File: src/design/flow_pkg.sv
// Purpose: Shared constants for the program-flow and exception controller.
// Assumes: Byte-wide program memory with a 16-bit address space.
// Notes: Opcodes, vectors, flag positions and frame sizes live here only.
package flow_pkg;

  ////////////////////////////////////////////////////////////////////////////
  // Widths.
  localparam int ADDR_W = 16;
  localparam int DATA_W = 8;
  localparam int FLAG_W = 6;
  localparam int STEP_W = 3;
  localparam int REQ_LINES = 2;

  ////////////////////////////////////////////////////////////////////////////
  // Flag register bit positions: half carry, mask, sign, zero, overflow, carry.
  localparam int FLAG_H = 5;
  localparam int FLAG_I = 4;
  localparam int FLAG_S = 3;
  localparam int FLAG_Z = 2;
  localparam int FLAG_V = 1;
  localparam int FLAG_C = 0;
  // The two unused top bits of the stacked or copied flag byte read as ones.
  localparam logic [1:0] FLAG_PAD = 2'h3;
  // Reset value: mask set, every other flag clear.
  localparam logic [FLAG_W-1:0] FLAGS_RESET = 6'h10;

  ////////////////////////////////////////////////////////////////////////////
  // Vector pairs, high byte at the lower address.
  localparam logic [ADDR_W-1:0] VEC_IRQ = 16'hfff8;
  localparam logic [ADDR_W-1:0] VEC_SWI = 16'hfffa;
  localparam logic [ADDR_W-1:0] VEC_NMI = 16'hfffc;
  localparam logic [ADDR_W-1:0] VEC_RESET = 16'hfffe;

  // Stack pointer value after reset; no opcode here loads it.
  localparam logic [ADDR_W-1:0] SP_RESET = 16'h01ff;

  ////////////////////////////////////////////////////////////////////////////
  // Frame lengths in bytes.
  localparam logic [STEP_W-1:0] FRAME_INT = 3'h7;
  localparam logic [STEP_W-1:0] FRAME_SUB = 3'h2;

  ////////////////////////////////////////////////////////////////////////////
  // Opcodes.
  localparam logic [7:0] OP_FLAG_LOAD = 8'h06;
  localparam logic [7:0] OP_FLAG_READ = 8'h07;
  localparam logic [7:0] OP_CLR_V = 8'h0a;
  localparam logic [7:0] OP_SET_V = 8'h0b;
  localparam logic [7:0] OP_CLR_C = 8'h0c;
  localparam logic [7:0] OP_SET_C = 8'h0d;
  localparam logic [7:0] OP_IMASK_CLR = 8'h0e;
  localparam logic [7:0] OP_IMASK_SET = 8'h0f;
  localparam logic [7:0] OP_JMP_REL = 8'h20;
  localparam logic [7:0] OP_BR_FIRST = 8'h22;
  localparam logic [7:0] OP_BR_LAST = 8'h2f;
  localparam logic [7:0] OP_RET_SUB = 8'h39;
  localparam logic [7:0] OP_RET_INT = 8'h3b;
  localparam logic [7:0] OP_WAIT = 8'h3e;
  localparam logic [7:0] OP_SWI = 8'h3f;
  localparam logic [7:0] OP_JMP_IDX = 8'h6e;
  localparam logic [7:0] OP_JMP_EXT = 8'h7e;
  localparam logic [7:0] OP_CALL_REL = 8'h8d;
  localparam logic [7:0] OP_CALL_IDX = 8'had;
  localparam logic [7:0] OP_CALL_EXT = 8'hbd;

  ////////////////////////////////////////////////////////////////////////////
  // Sequencer states, memory access phases and after-push actions.
  typedef enum logic [2:0] {
    S_RVEC, S_FETCH, S_OPND, S_EXEC, S_PUSH, S_PULL, S_VEC, S_WAIT
  } state_t;
  typedef enum logic [1:0] {PH_ISSUE, PH_HOLD, PH_DONE} phase_t;
  typedef enum logic [1:0] {POST_JUMP, POST_VEC, POST_WAIT} post_t;

endpackage

File: src/design/req_sync.sv
// Purpose: Three-stage synchroniser and filter for the request pins.
// Assumes: Pins are asynchronous to CLOCK_I.
// Notes: A level counts once the second and third stages agree.
`timescale 1ns/1ps
module req_sync
  import flow_pkg::*;
(
  // Clock and reset.
  input wire logic clk_i,
  input wire logic rst_i,
  // Raw pins, active low.
  input wire logic [REQ_LINES-1:0] pin_n_i,
  // Filtered requests, active high.
  output logic [REQ_LINES-1:0] req_o
);

  logic [REQ_LINES-1:0] stage1;
  logic [REQ_LINES-1:0] stage2;
  logic [REQ_LINES-1:0] stage3;

  ////////////////////////////////////////////////////////////////////////////
  // One chain per line; only stage2 reads stage1.
  for (genvar i = 0; i < REQ_LINES; i++) begin : g_line
    always_ff @(posedge clk_i or posedge rst_i) begin
      if (rst_i) begin
        stage1[i] <= 1'b1;
        stage2[i] <= 1'b1;
        stage3[i] <= 1'b1;
        req_o[i] <= 1'b0;
      end else begin
        stage1[i] <= pin_n_i[i];
        stage2[i] <= stage1[i];
        stage3[i] <= stage2[i];
        if (stage2[i] == stage3[i]) begin
          req_o[i] <= ~stage3[i];
        end
      end
    end
  end

endmodule

File: src/design/branch_test.sv
// Purpose: Evaluates the condition of a relative branch opcode.
// Assumes: Low nibble of opcodes 22 to 2F selects the test.
// Notes: Purely combinational.
`timescale 1ns/1ps
module branch_test
  import flow_pkg::*;
(
  // Opcode low nibble and current flags.
  input wire logic [3:0] cond_i,
  input wire logic [FLAG_W-1:0] flags_i,
  // Branch is taken.
  output logic take_o
);

  logic s;
  logic z;
  logic v;
  logic c;

  assign s = flags_i[FLAG_S];
  assign z = flags_i[FLAG_Z];
  assign v = flags_i[FLAG_V];
  assign c = flags_i[FLAG_C];

  ////////////////////////////////////////////////////////////////////////////
  // Condition table.
  always_comb begin
    case (cond_i)
      4'h2: take_o = ~c & ~z;
      4'h3: take_o = c | z;
      4'h4: take_o = ~c;
      4'h5: take_o = c;
      4'h6: take_o = ~z;
      4'h7: take_o = z;
      4'h8: take_o = ~v;
      4'h9: take_o = v;
      4'ha: take_o = ~s;
      4'hb: take_o = s;
      4'hc: take_o = ~(s ^ v);
      4'hd: take_o = s ^ v;
      4'he: take_o = ~z & ~(s ^ v);
      4'hf: take_o = z | (s ^ v);
      default: take_o = 1'b0;
    endcase
  end

endmodule

File: src/design/flow_control.sv
// Purpose: Reset, interrupt, jump, branch and flag control of the CPU.
// Assumes: Memory answers a read in the cycle after the strobe.
// Notes: Opcodes outside this block execute as one-byte no-operations.
//
// Operation
// - Reset loads the program counter from FFFE (high) and FFFF (low).
// - Reset sets the interrupt mask.
// - Interrupt entry saves counter, index, both accumulators and flags.
// - Frame: counter low at start pointer, down to flags; pointer ends seven lower.
// - Mask is set after the frame is saved.
// - Vectors: FFF8 maskable, FFFA software, FFFC nonmaskable, high byte first.
// - Return from interrupt pulls flags, B, A, index, counter; pointer plus seven.
// - Restored flag byte brings back the mask state.
// - Two active-low level requests; nonmaskable high priority; held low.
// - Nonmaskable request is always honoured.
// - Maskable request honoured only while unmasked; 0E and 0F change mask.
// - 06 copies A into flags; 07 copies flags into A.
// - 0A/0B clear/set overflow; 0C/0D clear/set carry.
// - Jumps 20 relative, 6E indexed, 7E extended; stack and flags untouched.
// - Calls 8D, AD, BD push return address low at pointer; pointer minus two.
// - Return from subroutine 39 pulls counter; pointer plus two.
// - Software interrupt 3F stacks frame, sets mask, uses its vector.
// - Wait 3E stacks frame, then idles until an interrupt is accepted.
// - Branches 22 to 29 test carry, zero and overflow.
// - Branches 2A to 2F test sign, overflow and zero combinations.
// - Branch offset is signed, added to the address after the branch.
// - Sixteen-bit values: high byte at the address, low byte next.
//
// The implementer's own choice: the plain strobed port.
`timescale 1ns/1ps
module flow_control
  import flow_pkg::*;
(
  // Clock and reset.
  input wire logic CLOCK_I,
  input wire logic SYS_RST_I,
  // Backplane interrupt requests, active low.
  input wire logic NMI_REQ_N_I,
  input wire logic INT_REQ_N_I,
  // Program and stack memory.
  output logic [ADDR_W-1:0] MEM_ADDR_O,
  output logic [DATA_W-1:0] MEM_WDATA_O,
  output logic MEM_RE_O,
  output logic MEM_WE_O,
  input wire logic [DATA_W-1:0] MEM_RDATA_I,
  // Processor state.
  output logic [ADDR_W-1:0] PC_O,
  output logic [ADDR_W-1:0] SP_O,
  output logic [ADDR_W-1:0] INDEX_O,
  output logic [DATA_W-1:0] ACC_A_O,
  output logic [DATA_W-1:0] ACC_B_O,
  output logic [FLAG_W-1:0] FLAGS_O,
  output logic WAITING_O
);

  state_t state;
  phase_t ph;
  post_t post;
  logic [STEP_W-1:0] step;
  logic [STEP_W-1:0] len;
  logic [1:0] opnd_cnt;
  logic [7:0] opcode;
  logic [7:0] op1;
  logic [7:0] op2;
  logic [ADDR_W-1:0] program_counter;
  logic [ADDR_W-1:0] stack_pointer;
  logic [ADDR_W-1:0] index_register;
  logic [DATA_W-1:0] acc_a;
  logic [DATA_W-1:0] acc_b;
  logic [FLAG_W-1:0] flags;
  logic [ADDR_W-1:0] vec_addr;
  logic [ADDR_W-1:0] target;
  logic [REQ_LINES-1:0] req;
  logic nmi_req;
  logic irq_req;
  logic take_int;
  logic wake;
  logic br_take;
  logic acc_active;
  logic acc_write;
  logic [ADDR_W-1:0] acc_addr;
  logic [DATA_W-1:0] acc_wdata;
  logic [ADDR_W-1:0] rel_target;
  logic [ADDR_W-1:0] jmp_target;

  ////////////////////////////////////////////////////////////////////////////
  // Number of operand bytes that follow an opcode.
  function automatic logic [1:0] opnd_count(input logic [7:0] op);
    if (op == OP_JMP_EXT || op == OP_CALL_EXT) begin
      opnd_count = 2'h2;
    end else if (op == OP_JMP_REL || op == OP_JMP_IDX || op == OP_CALL_REL ||
                 op == OP_CALL_IDX || (op >= OP_BR_FIRST && op <= OP_BR_LAST)) begin
      opnd_count = 2'h1;
    end else begin
      opnd_count = 2'h0;
    end
  endfunction
  // Byte k of the push frame; index 0 sits at the starting pointer.
  function automatic logic [7:0] frame_byte(input logic [STEP_W-1:0] k,
      input logic [ADDR_W-1:0] pc, input logic [ADDR_W-1:0] ix, input logic [DATA_W-1:0] a,
      input logic [DATA_W-1:0] b, input logic [FLAG_W-1:0] f);
    case (k)
      3'h0: frame_byte = pc[7:0];
      3'h1: frame_byte = pc[15:8];
      3'h2: frame_byte = ix[7:0];
      3'h3: frame_byte = ix[15:8];
      3'h4: frame_byte = a;
      3'h5: frame_byte = b;
      default: frame_byte = {FLAG_PAD, f};
    endcase
  endfunction

  ////////////////////////////////////////////////////////////////////////////
  // Request pins pass a three-stage synchroniser.
  req_sync u_sync (
    .clk_i(CLOCK_I),
    .rst_i(SYS_RST_I),
    .pin_n_i({NMI_REQ_N_I, INT_REQ_N_I}),
    .req_o(req)
  );
  assign nmi_req = req[1];
  assign irq_req = req[0];
  // Branch condition from the opcode low nibble.
  branch_test u_branch (
    .cond_i(opcode[3:0]),
    .flags_i(flags),
    .take_o(br_take)
  );
  ////////////////////////////////////////////////////////////////////////////
  // Interrupt acceptance: only at the opcode fetch or in the wait state, never mid-instruction.
  assign wake = nmi_req | (irq_req & ~flags[FLAG_I]);
  assign take_int = (state == S_FETCH) && (ph == PH_ISSUE) && wake;
  // Signed offset from the address after the two-byte branch.
  assign rel_target = program_counter + {{8{op1[7]}}, op1};
  // Jump and call targets by addressing mode.
  always_comb begin
    case (opcode)
      OP_JMP_REL, OP_CALL_REL: jmp_target = rel_target;
      OP_JMP_IDX, OP_CALL_IDX: jmp_target = index_register + {8'h00, op1};
      default: jmp_target = {op1, op2};
    endcase
  end
  ////////////////////////////////////////////////////////////////////////////
  // Memory access that the current state asks for.
  always_comb begin
    acc_active = 1'b1;
    acc_write = 1'b0;
    acc_wdata = 8'h00;
    case (state)
      S_RVEC: acc_addr = VEC_RESET + {13'h0000, step};
      S_FETCH: begin
        acc_addr = program_counter;
        acc_active = ~take_int;
      end
      S_OPND: acc_addr = program_counter;
      S_PUSH: begin
        acc_addr = stack_pointer - {13'h0000, step};
        acc_write = 1'b1;
        acc_wdata = frame_byte(step, program_counter, index_register, acc_a, acc_b,
                               flags);
      end
      S_PULL: acc_addr = stack_pointer + {13'h0000, step} + 16'h0001;
      S_VEC: acc_addr = vec_addr + {13'h0000, step};
      default: begin
        acc_addr = program_counter;
        acc_active = 1'b0;
      end
    endcase
  end
  ////////////////////////////////////////////////////////////////////////////
  // Memory port: strobe for one cycle, data taken two edges later.
  always_ff @(posedge CLOCK_I or posedge SYS_RST_I) begin
    if (SYS_RST_I) begin
      MEM_ADDR_O <= 16'h0000;
      MEM_WDATA_O <= 8'h00;
      MEM_RE_O <= 1'b0;
      MEM_WE_O <= 1'b0;
    end else if (ph == PH_ISSUE && acc_active) begin
      MEM_ADDR_O <= acc_addr;
      MEM_WDATA_O <= acc_wdata;
      MEM_RE_O <= ~acc_write;
      MEM_WE_O <= acc_write;
    end else begin
      MEM_RE_O <= 1'b0;
      MEM_WE_O <= 1'b0;
    end
  end
  ////////////////////////////////////////////////////////////////////////////
  // Instruction sequencer and processor registers.
  always_ff @(posedge CLOCK_I or posedge SYS_RST_I) begin
    if (SYS_RST_I) begin
      state <= S_RVEC;
      ph <= PH_ISSUE;
      post <= POST_JUMP;
      step <= 3'h0;
      len <= 3'h0;
      opnd_cnt <= 2'h0;
      opcode <= 8'h00;
      op1 <= 8'h00;
      op2 <= 8'h00;
      program_counter <= 16'h0000;
      stack_pointer <= SP_RESET;
      index_register <= 16'h0000;
      acc_a <= 8'h00;
      acc_b <= 8'h00;
      flags <= FLAGS_RESET;
      vec_addr <= VEC_RESET;
      target <= 16'h0000;
    end else begin
      case (state)
        S_WAIT: begin
          // Frame is already stacked; accept and vector.
          if (wake) begin
            flags[FLAG_I] <= 1'b1;
            vec_addr <= nmi_req ? VEC_NMI : VEC_IRQ;
            step <= 3'h0;
            state <= S_VEC;
          end
        end
        S_EXEC: begin
          state <= S_FETCH;
          step <= 3'h0;
          case (opcode)
            OP_FLAG_LOAD: flags <= acc_a[FLAG_W-1:0];
            OP_FLAG_READ: acc_a <= {FLAG_PAD, flags};
            OP_CLR_V: flags[FLAG_V] <= 1'b0;
            OP_SET_V: flags[FLAG_V] <= 1'b1;
            OP_CLR_C: flags[FLAG_C] <= 1'b0;
            OP_SET_C: flags[FLAG_C] <= 1'b1;
            OP_IMASK_CLR: flags[FLAG_I] <= 1'b0;
            OP_IMASK_SET: flags[FLAG_I] <= 1'b1;
            OP_JMP_REL, OP_JMP_IDX, OP_JMP_EXT: program_counter <= jmp_target;
            OP_CALL_REL, OP_CALL_IDX, OP_CALL_EXT: begin
              target <= jmp_target;
              len <= FRAME_SUB;
              post <= POST_JUMP;
              state <= S_PUSH;
            end
            OP_RET_SUB: begin
              len <= FRAME_SUB;
              state <= S_PULL;
            end
            OP_RET_INT: begin
              len <= FRAME_INT;
              state <= S_PULL;
            end
            OP_SWI: begin
              len <= FRAME_INT;
              vec_addr <= VEC_SWI;
              post <= POST_VEC;
              state <= S_PUSH;
            end
            OP_WAIT: begin
              len <= FRAME_INT;
              post <= POST_WAIT;
              state <= S_PUSH;
            end
            default: begin
              // Conditional branches; anything else is a no-operation.
              if (opcode >= OP_BR_FIRST && opcode <= OP_BR_LAST && br_take) begin
                program_counter <= rel_target;
              end
            end
          endcase
        end
        default: begin
          case (ph)
            PH_ISSUE: begin
              if (take_int) begin
                vec_addr <= nmi_req ? VEC_NMI : VEC_IRQ;
                len <= FRAME_INT;
                post <= POST_VEC;
                step <= 3'h0;
                state <= S_PUSH;
              end else begin
                ph <= PH_HOLD;
              end
            end
            PH_HOLD: ph <= PH_DONE;
            default: begin
              ph <= PH_ISSUE;
              case (state)
                S_RVEC, S_VEC: begin
                  if (step == 3'h0) begin
                    program_counter[15:8] <= MEM_RDATA_I;
                    step <= 3'h1;
                  end else begin
                    program_counter[7:0] <= MEM_RDATA_I;
                    step <= 3'h0;
                    state <= S_FETCH;
                  end
                end
                S_FETCH: begin
                  opcode <= MEM_RDATA_I;
                  program_counter <= program_counter + 16'h0001;
                  opnd_cnt <= opnd_count(MEM_RDATA_I);
                  step <= 3'h0;
                  state <= (opnd_count(MEM_RDATA_I) == 2'h0) ? S_EXEC : S_OPND;
                end
                S_OPND: begin
                  if (step == 3'h0) begin
                    op1 <= MEM_RDATA_I;
                  end else begin
                    op2 <= MEM_RDATA_I;
                  end
                  program_counter <= program_counter + 16'h0001;
                  if (step[1:0] + 2'h1 == opnd_cnt) begin
                    step <= 3'h0;
                    state <= S_EXEC;
                  end else begin
                    step <= step + 3'h1;
                  end
                end
                S_PUSH: begin
                  if (step == len - 3'h1) begin
                    stack_pointer <= stack_pointer - {13'h0000, len};
                    step <= 3'h0;
                    case (post)
                      POST_JUMP: begin
                        program_counter <= target;
                        state <= S_FETCH;
                      end
                      POST_VEC: begin
                        flags[FLAG_I] <= 1'b1;
                        state <= S_VEC;
                      end
                      default: state <= S_WAIT;
                    endcase
                  end else begin
                    step <= step + 3'h1;
                  end
                end
                default: begin
                  // Pull: field index counts down from len minus one, the flag byte in an interrupt frame.
                  case (len - 3'h1 - step)
                    3'h6: flags <= MEM_RDATA_I[FLAG_W-1:0];
                    3'h5: acc_b <= MEM_RDATA_I;
                    3'h4: acc_a <= MEM_RDATA_I;
                    3'h3: index_register[15:8] <= MEM_RDATA_I;
                    3'h2: index_register[7:0] <= MEM_RDATA_I;
                    3'h1: program_counter[15:8] <= MEM_RDATA_I;
                    default: program_counter[7:0] <= MEM_RDATA_I;
                  endcase
                  if (step == len - 3'h1) begin
                    stack_pointer <= stack_pointer + {13'h0000, len};
                    step <= 3'h0;
                    state <= S_FETCH;
                  end else begin
                    step <= step + 3'h1;
                  end
                end
              endcase
            end
          endcase
        end
      endcase
    end
  end

  ////////////////////////////////////////////////////////////////////////////
  // State outputs.
  assign PC_O = program_counter;
  assign SP_O = stack_pointer;
  assign INDEX_O = index_register;
  assign ACC_A_O = acc_a;
  assign ACC_B_O = acc_b;
  assign FLAGS_O = flags;
  assign WAITING_O = (state == S_WAIT);
endmodule

File: config.mk
export PLATFORM = sky130hd
export DESIGN_NAME = flow_control
export DESIGN_NICKNAME = d
export VERILOG_FILES = /design/src/design/flow_pkg.sv /design/src/design/req_sync.sv /design/src/design/branch_test.sv /design/src/design/flow_control.sv
export SDC_FILE = /design/constraint.sdc
export NUM_CORES = 1
export LEC_CHECK = 0
export ABC_AREA = 0
export BUFFER_PORTS_ARGS = -buffer_cell sky130_fd_sc_hd__buf_2
export CAP_MARGIN = 20
export CORE_ASPECT_RATIO = 1.5
export CORE_MARGIN = 4
export CORE_UTILIZATION = 56
export CTS_BUF_LIST = sky130_fd_sc_hd__clkbuf_4
export CTS_CLUSTER_DIAMETER = 40
export CTS_CLUSTER_SIZE = 20
export DETAILED_ROUTE_END_ITERATION = 6
export PLACE_DENSITY = 0.81
export SYNTH_ARGS = -nofsm -noshare
export SYNTH_HDL_FRONTEND = slang
export SYNTH_HIERARCHICAL = 1
export SYNTH_SLANG_ARGS = --single-unit
export TNS_END_PERCENT = 20
File: constraint.sdc
create_clock -name CLOCK_I -period 4.65 [get_ports CLOCK_I]
set_input_delay 0.6975 -clock CLOCK_I [delete_from_list [all_inputs] [get_ports CLOCK_I]]
set_output_delay 0.6975 -clock CLOCK_I [all_outputs]
set_load 0.03 [all_outputs]
======== After elaboration in Yosys (flattened, before gate mapping) ========
Cells that the tools add are included.
storage, ports and cells
  flip-flop bits (word level) ............. 175
  bits in latches ......................... 0
  bits in writable memories ............... 0
  ROM bits ................................ 0
  input bits .............................. 12
  output and inout port bits .............. 97
  logic and storage cells ................. 313
  memories ................................ 0
operators by class
  add/sub/neg operators ................... 14
  $mul .................................... 0
  divide/modulo/power cells ............... 0
  magnitude comparators ................... 4
  equal/unequal tests ..................... 90
  shift operators ......................... 0
  multiplexer cells ....................... 85
  bitwise logic cells ..................... 23
  reductions and logical operators ........ 63
operators with widths
  cell                                                                   count
  16-bit 2-to-1 mux                                                      10
  16-bit one-hot mux with 2 select lines                                 5
  8-bit 2-to-1 mux                                                       9
  16-bit one-hot mux with 4 select lines                                 1
  16-bit by 3-bit adder with 16-bit output                               3
  8-bit by 4-bit equality test with 1-bit output, second input constant  6
  8-bit by 6-bit equality test with 1-bit output, second input constant  6
  8-bit equality test, second input constant                             6
  16-bit one-hot mux with 3 select lines                                 1
  3-bit one-hot mux with 2 select lines                                  8
  8-bit one-hot mux with 6 select lines                                  1
  3-bit 2-to-1 mux                                                       13
  4-bit AND reduction                                                    9
  16-bit by 1-bit adder with 16-bit output, second input constant        2
  4-bit equality test, second input constant                             8
  8-bit by 7-bit equality test with 1-bit output, second input constant  4
  16-bit by 3-bit subtractor with 16-bit output                          2
  3-bit equality test, second input constant                             9
  5-bit AND reduction                                                    4
  3-bit by 2-bit equality test with 1-bit output, second input constant  6
  16-bit adder                                                           1
  16-bit by 8-bit adder with 16-bit output                               1
  4-bit by 3-bit equality test with 1-bit output, second input constant  4
  8-bit by 3-bit equality test with 1-bit output, second input constant  2
  other kinds (59)                                                       158

======== Depth between registers and ports, before layout ========
  word-level depth ........................ 15
  gate-level depth with buffers ........... 15
  depth with buffers taken out ............ 14

======== By module ========
The synthesis kept the hierarchy.
modules (own cells, without submodules)
  module        times used  cells each  area an instance (µm²)  seq. area each (µm²)
  flow_control  1           1322        11300.8                 3818.7
  req_sync      1           15          241.5                   207.7
  branch_test   1           22          133.9                   0.0

======== Worst setup path before layout ========
OpenSTA, ideal clock, no wires.
  kind .................................... register -> register
  from .................................... register state[1]
  to ...................................... register stack_pointer[15], in the netlist SP_O[15]
  setup time .............................. 0.128 ns
  arrival time ............................ 3.213 ns
  data required time ...................... 4.522 ns
  slack ................................... 1.309 ns
  stages on the path, launching flop included .. 15
  buffers on the path ..................... 1
  clock period less this slack ............ 3.341 ns
  cell sequence ........................... dfrtp_1 > buf_2 > nand2b_1 > nor2_1 > nor2_1 > inv_1 > ha_1 > o21ai_0 > a21boi_0 > o22ai_2 > o21ai_1 > o311a_1 > a41oi_1 > mux2i_1 > nand3_1
between the ends
  word-level cells in the longest chain between the ends .. 4
  elaborated cells between the ends (all ways) .. 13
  those cells by class .................... 6 x eq/ne; 1 x mux; 2 x bitwise; 4 x reduce/logical
ends and longest elaborated chain
  element                                                                           RTL line             source
  start, declared                                                                   flow_control.sv:56   state_t state;
  start signal, assigned                                                            flow_control.sv:298  state <= (opnd_count(MEM_RDATA_I) == 2'h0) ? S_EXEC : S_OPND;
  3-bit by 1-bit equality test with 1-bit output (tied with other cells)            flow_control.sv:282  case (state)
  4-bit OR reduction (no source line) / 2-bit OR reduction (equally long branches)  -
  1-bit inverter (no source line)                                                   -
  4-bit AND reduction (no source line)                                              -
  end signal, assigned                                                              flow_control.sv:316  stack_pointer <= stack_pointer - {13'h0000, len};
  end signal, assigned                                                              flow_control.sv:345  stack_pointer <= stack_pointer + {13'h0000, len};
  end, declared                                                                     flow_control.sv:66   logic [ADDR_W-1:0] stack_pointer;
Parallel ways exist; a longest one is shown, timed or not.
A chain may end at the register's enable or synchronous reset.

======== Worst setup path in the final report ========
Ends and elaborated chain as after synthesis.

==> results.md <==
* Outcome: finished with violations
* Failing checks: DRC
* RSZ-0062 raised after global routing: no
* Clock buffer depth at 2
* First drt pass iteration count at 7
* Postcts setup bufs at 0
* Gr busiest metal: met2
* R2R depth at 13
* Multi-input gate area at 0.00717 mm²
* Psw at a little over 0.006 W
* Comb pwr share at 0.652
* Warnings, synthesis at 6
* Cells along the critical path: nand2b_1, nor2_1, nor2_1, inv_1, ha_1, or2_0, or3_1, o22ai_2, o21ai_1, o311a_1, a41oi_1, mux2i_1, nand3_1
* Clock sink count at between 150 and 200
* PortBufs at 108
* EDFF count, synth at 0
* Crit end category: flip-flop
* Num CTS Buffers at 17
* Met3 Track Usage GR at 0.0773
* Total grt overflow at 0
* Final hold vios at 0
* Initial drt markers at approximately 1100
* Cell Pwr Density at about 860 mW/mm²
* Slowest CP cell: nand2b_1
* Row cnt at 64
* Global-route wire length before repair at 61100 µm
* Die Ht at around 180 µm
* Die area at ~0.023 mm²
* DR WL/cell at approximately 23 µm
* Crit-path max FO at 13
* I/O pin cnt at between 100 and 150
* Most common cell after layout, fill and taps aside: nand2_1
* Peak supply drop at roughly 0.00048 V
* R2R Setup Slk at 730 ps
* Die X-Extent at approximately 130 µm
* Yosys reg bits at 160
* Fin crit share at 0.842
* Seq pwr share at 0.267
* GRT met1 Usage at 0.373
* Hold Slack at between 30 and 40 ps
* Total Routed Length at a little under 40000 µm
* Synth-to-Final Area Change at 8.29%
* Dpl hpwl at about 28000 µm
* TNS Setup at 0 ps
* Post-CTS resize count at 0
* Via count at 11282
* Post-synth ARST share at 1.00
* Syn Nets at around 1400
* Cell mode on critical path: nor2_1
* Final antenna-violating net count at 0
* FMAX at 0.255 GHz
* Path type of the worst min-delay path: in -> async
* DRC viols at 1
* Mapped cell area at between 0.01 and 0.015 mm²
* Clk pwr share at 0.081
* Clk_skew at roughly 27 ps
* All-layer global routing usage at 0.336
* Most used DFF post-synth: dfrtp_1
* RePlAce Congestion at about 1
* Relative slew slack at 0.287
* Pint at between 0.004 and 0.005 W
* Post-synth top area cell: dfrtp_1
* Met2 usage at 0.552
* H-tree Lvls at 4
* Sequential cell area at around 0.004 mm²
* Most frequent cells in the layout: nand2_1, dfrtp_1, nor2_1, o21ai_0, buf_2
* Setup Viol. Count Final at 0
* Final Net Count at about 1500
* Sequential cell area fraction in the yosys report at 0.345
* CTS clk-pin slew, worst paths at between 100 and 150 ps
* Share of cells above drive strength 1 at 0.189
* Finished Cell Area at 0.0126 mm²
* Reg-to-Reg End: SP_O[15]$_DFFE_PP0P_
* # fillers at about 1800
* Synth unique cells at a little over 90
* Synth top area cells: dfrtp_1, ha_1, mux2_2
* Critical Path RT at between 5000 and 6000 ps
* Post-Syn Instances at 1359
* Post-placement cell area at around 0.012 mm²
* CP peak stage delay at about 430 ps
* Clock latency at the later pin of the worst-skew pair at about 620 ps
* CTS tree: yes
* Switching portion of total power at 0.557
* Max-slew violations at 0
* Core box area at between 0.02 and 0.025 mm²
* Slew @ Worst Pin at roughly 1100 ps
* Final Power at between 0.01 and 0.015 W
* Clk root buf: clkbuf_4
* Syn avg cell area at ~8.6 µm²
* Max Cap Violations at 0
* Largest net degree at the start of global routing at around 150
* Vias in the first global route at around 11000
* CTS Hold Bufs at 0
* Initial antenna violation count at 4
* Worst reg2reg startpoint: state[1]$_DFFE_PP0P_
* Final min period at 3920 ps
* Worst setup SP type: flip-flop
* Leak pwr at ~5.5 nW
* Starting Density at 0.570
* Top cell type's share of synthesized area at 0.304
* Critical path type: reg -> reg
* Critical path arrival at between 4000 and 5000 ps
* Via density at approximately 6.6
## cell usage after synthesis (7+ instances only)
cell      number
a211oi_1      20
a21o_1        11
a21oi_1      101
a221o_1        9
a221oi_1      17
a22oi_1       14
a31oi_1       13
and3_1         9
buf_2         12
clkbuf_1      60
dfrtp_1      142
dfstp_2       18
fa_1           7
ha_1          58
inv_1         39
mux2_2        58
mux2i_1        9
nand2_1      165
nand2b_1      11
nand3_1       33
nand4_1       10
nor2_1       126
nor2b_1       22
nor3_1        22
o211ai_1       9
o21a_1         8
o21ai_0      115
o21ai_1        9
o21bai_1       8
o22ai_1       18
o31ai_1       11
or2_2         10
xnor2_1       38
xor2_1        23
## worst max-delay path by stage
stage	start	end	slack, ps	cells past startpoint
after floorplan	state[1]$_DFFE_PP0P_	SP_O[15]$_DFFE_PP0P_	1310	14
after global placement	state[1]$_DFFE_PP0P_	SP_O[15]$_DFFE_PP0P_	880	13
after detailed placement	state[1]$_DFFE_PP0P_	SP_O[15]$_DFFE_PP0P_	790	13
after CTS	state[1]$_DFFE_PP0P_	SP_O[15]$_DFFE_PP0P_	760	13
after global routing	state[1]$_DFFE_PP0P_	SP_O[15]$_DFFE_PP0P_	270	13
final	state[1]$_DFFE_PP0P_	SP_O[15]$_DFFE_PP0P_	730	13
## cell type report
class,count,area share
timing repair buffer,123,0.0526
multi-input combinational,1080,0.567
clock buffer,19,0.0113
sequential,160,0.318
antenna,3,0.000594
inverter,40,0.0122
clock inverter,13,0.0115
tap,264,0.0261
## logic make-up after synthesis
kind of cell	share of synthesized area
fa+ha+maj	0.0742
flops	0.345
xor+xnor	0.0485
mux	0.0637
simple gates	0.184
compound gates	0.243
buf+inv	0.0418
## registers in the layout, summed over array words and instances (netlist names), 16 cells and up
name,count
INDEX_O,16
MEM_ADDR_O,16
PC_O,16
SP_O,16
target,16
## through the flow
step,instances,worst slack [ps],util
3_3_place_gp,1667,884,0.602
6_report,1702,733,0.617
3_5_place_dp,1667,787,0.602
5_1_grt,1702,274,0.617
4_1_cts,1699,757,0.616
2_1_floorplan,1359,1310,-
## worst max-delay path, delay by kind of cell, from the launching register on
family                   cells  cell delay (ps)
AND/OR/NAND/NOR              6             1550
AO/OA/AOI/OAI                4             1040
flip-flops                   1              370
buffers and inverters        1              350
adder cells (fa/ha/maj)      1              310
multiplexers                 1              210
## power by group through the flow
stage | logic, W | registers, W | clock network (W)
final | 0.00710 | 0.00291 | 0.000886
after floorplan | 0.00461 | 0.00317 | 0
after global placement | 0.00680 | 0.00287 | 0
after detailed placement | 0.00693 | 0.00289 | 0
after global routing | 0.00770 | 0.00296 | 0.000954
after CTS | 0.00697 | 0.00286 | 0.000891
## metal layers
| metal | part of all wire | vias up | wire length, µm |
|---|---|---|---|
| met5 | 0 | - | 0 |
| met4 | 0.091 | 0 | 3580 |
| met3 | 0.074 | 204 | 2920 |
| met2 | 0.48 | 608 | 19100 |
| met1 | 0.35 | 5366 | 13900 |
| li1 | - | 5104 | - |
Power figures use the tool's default switching activity.
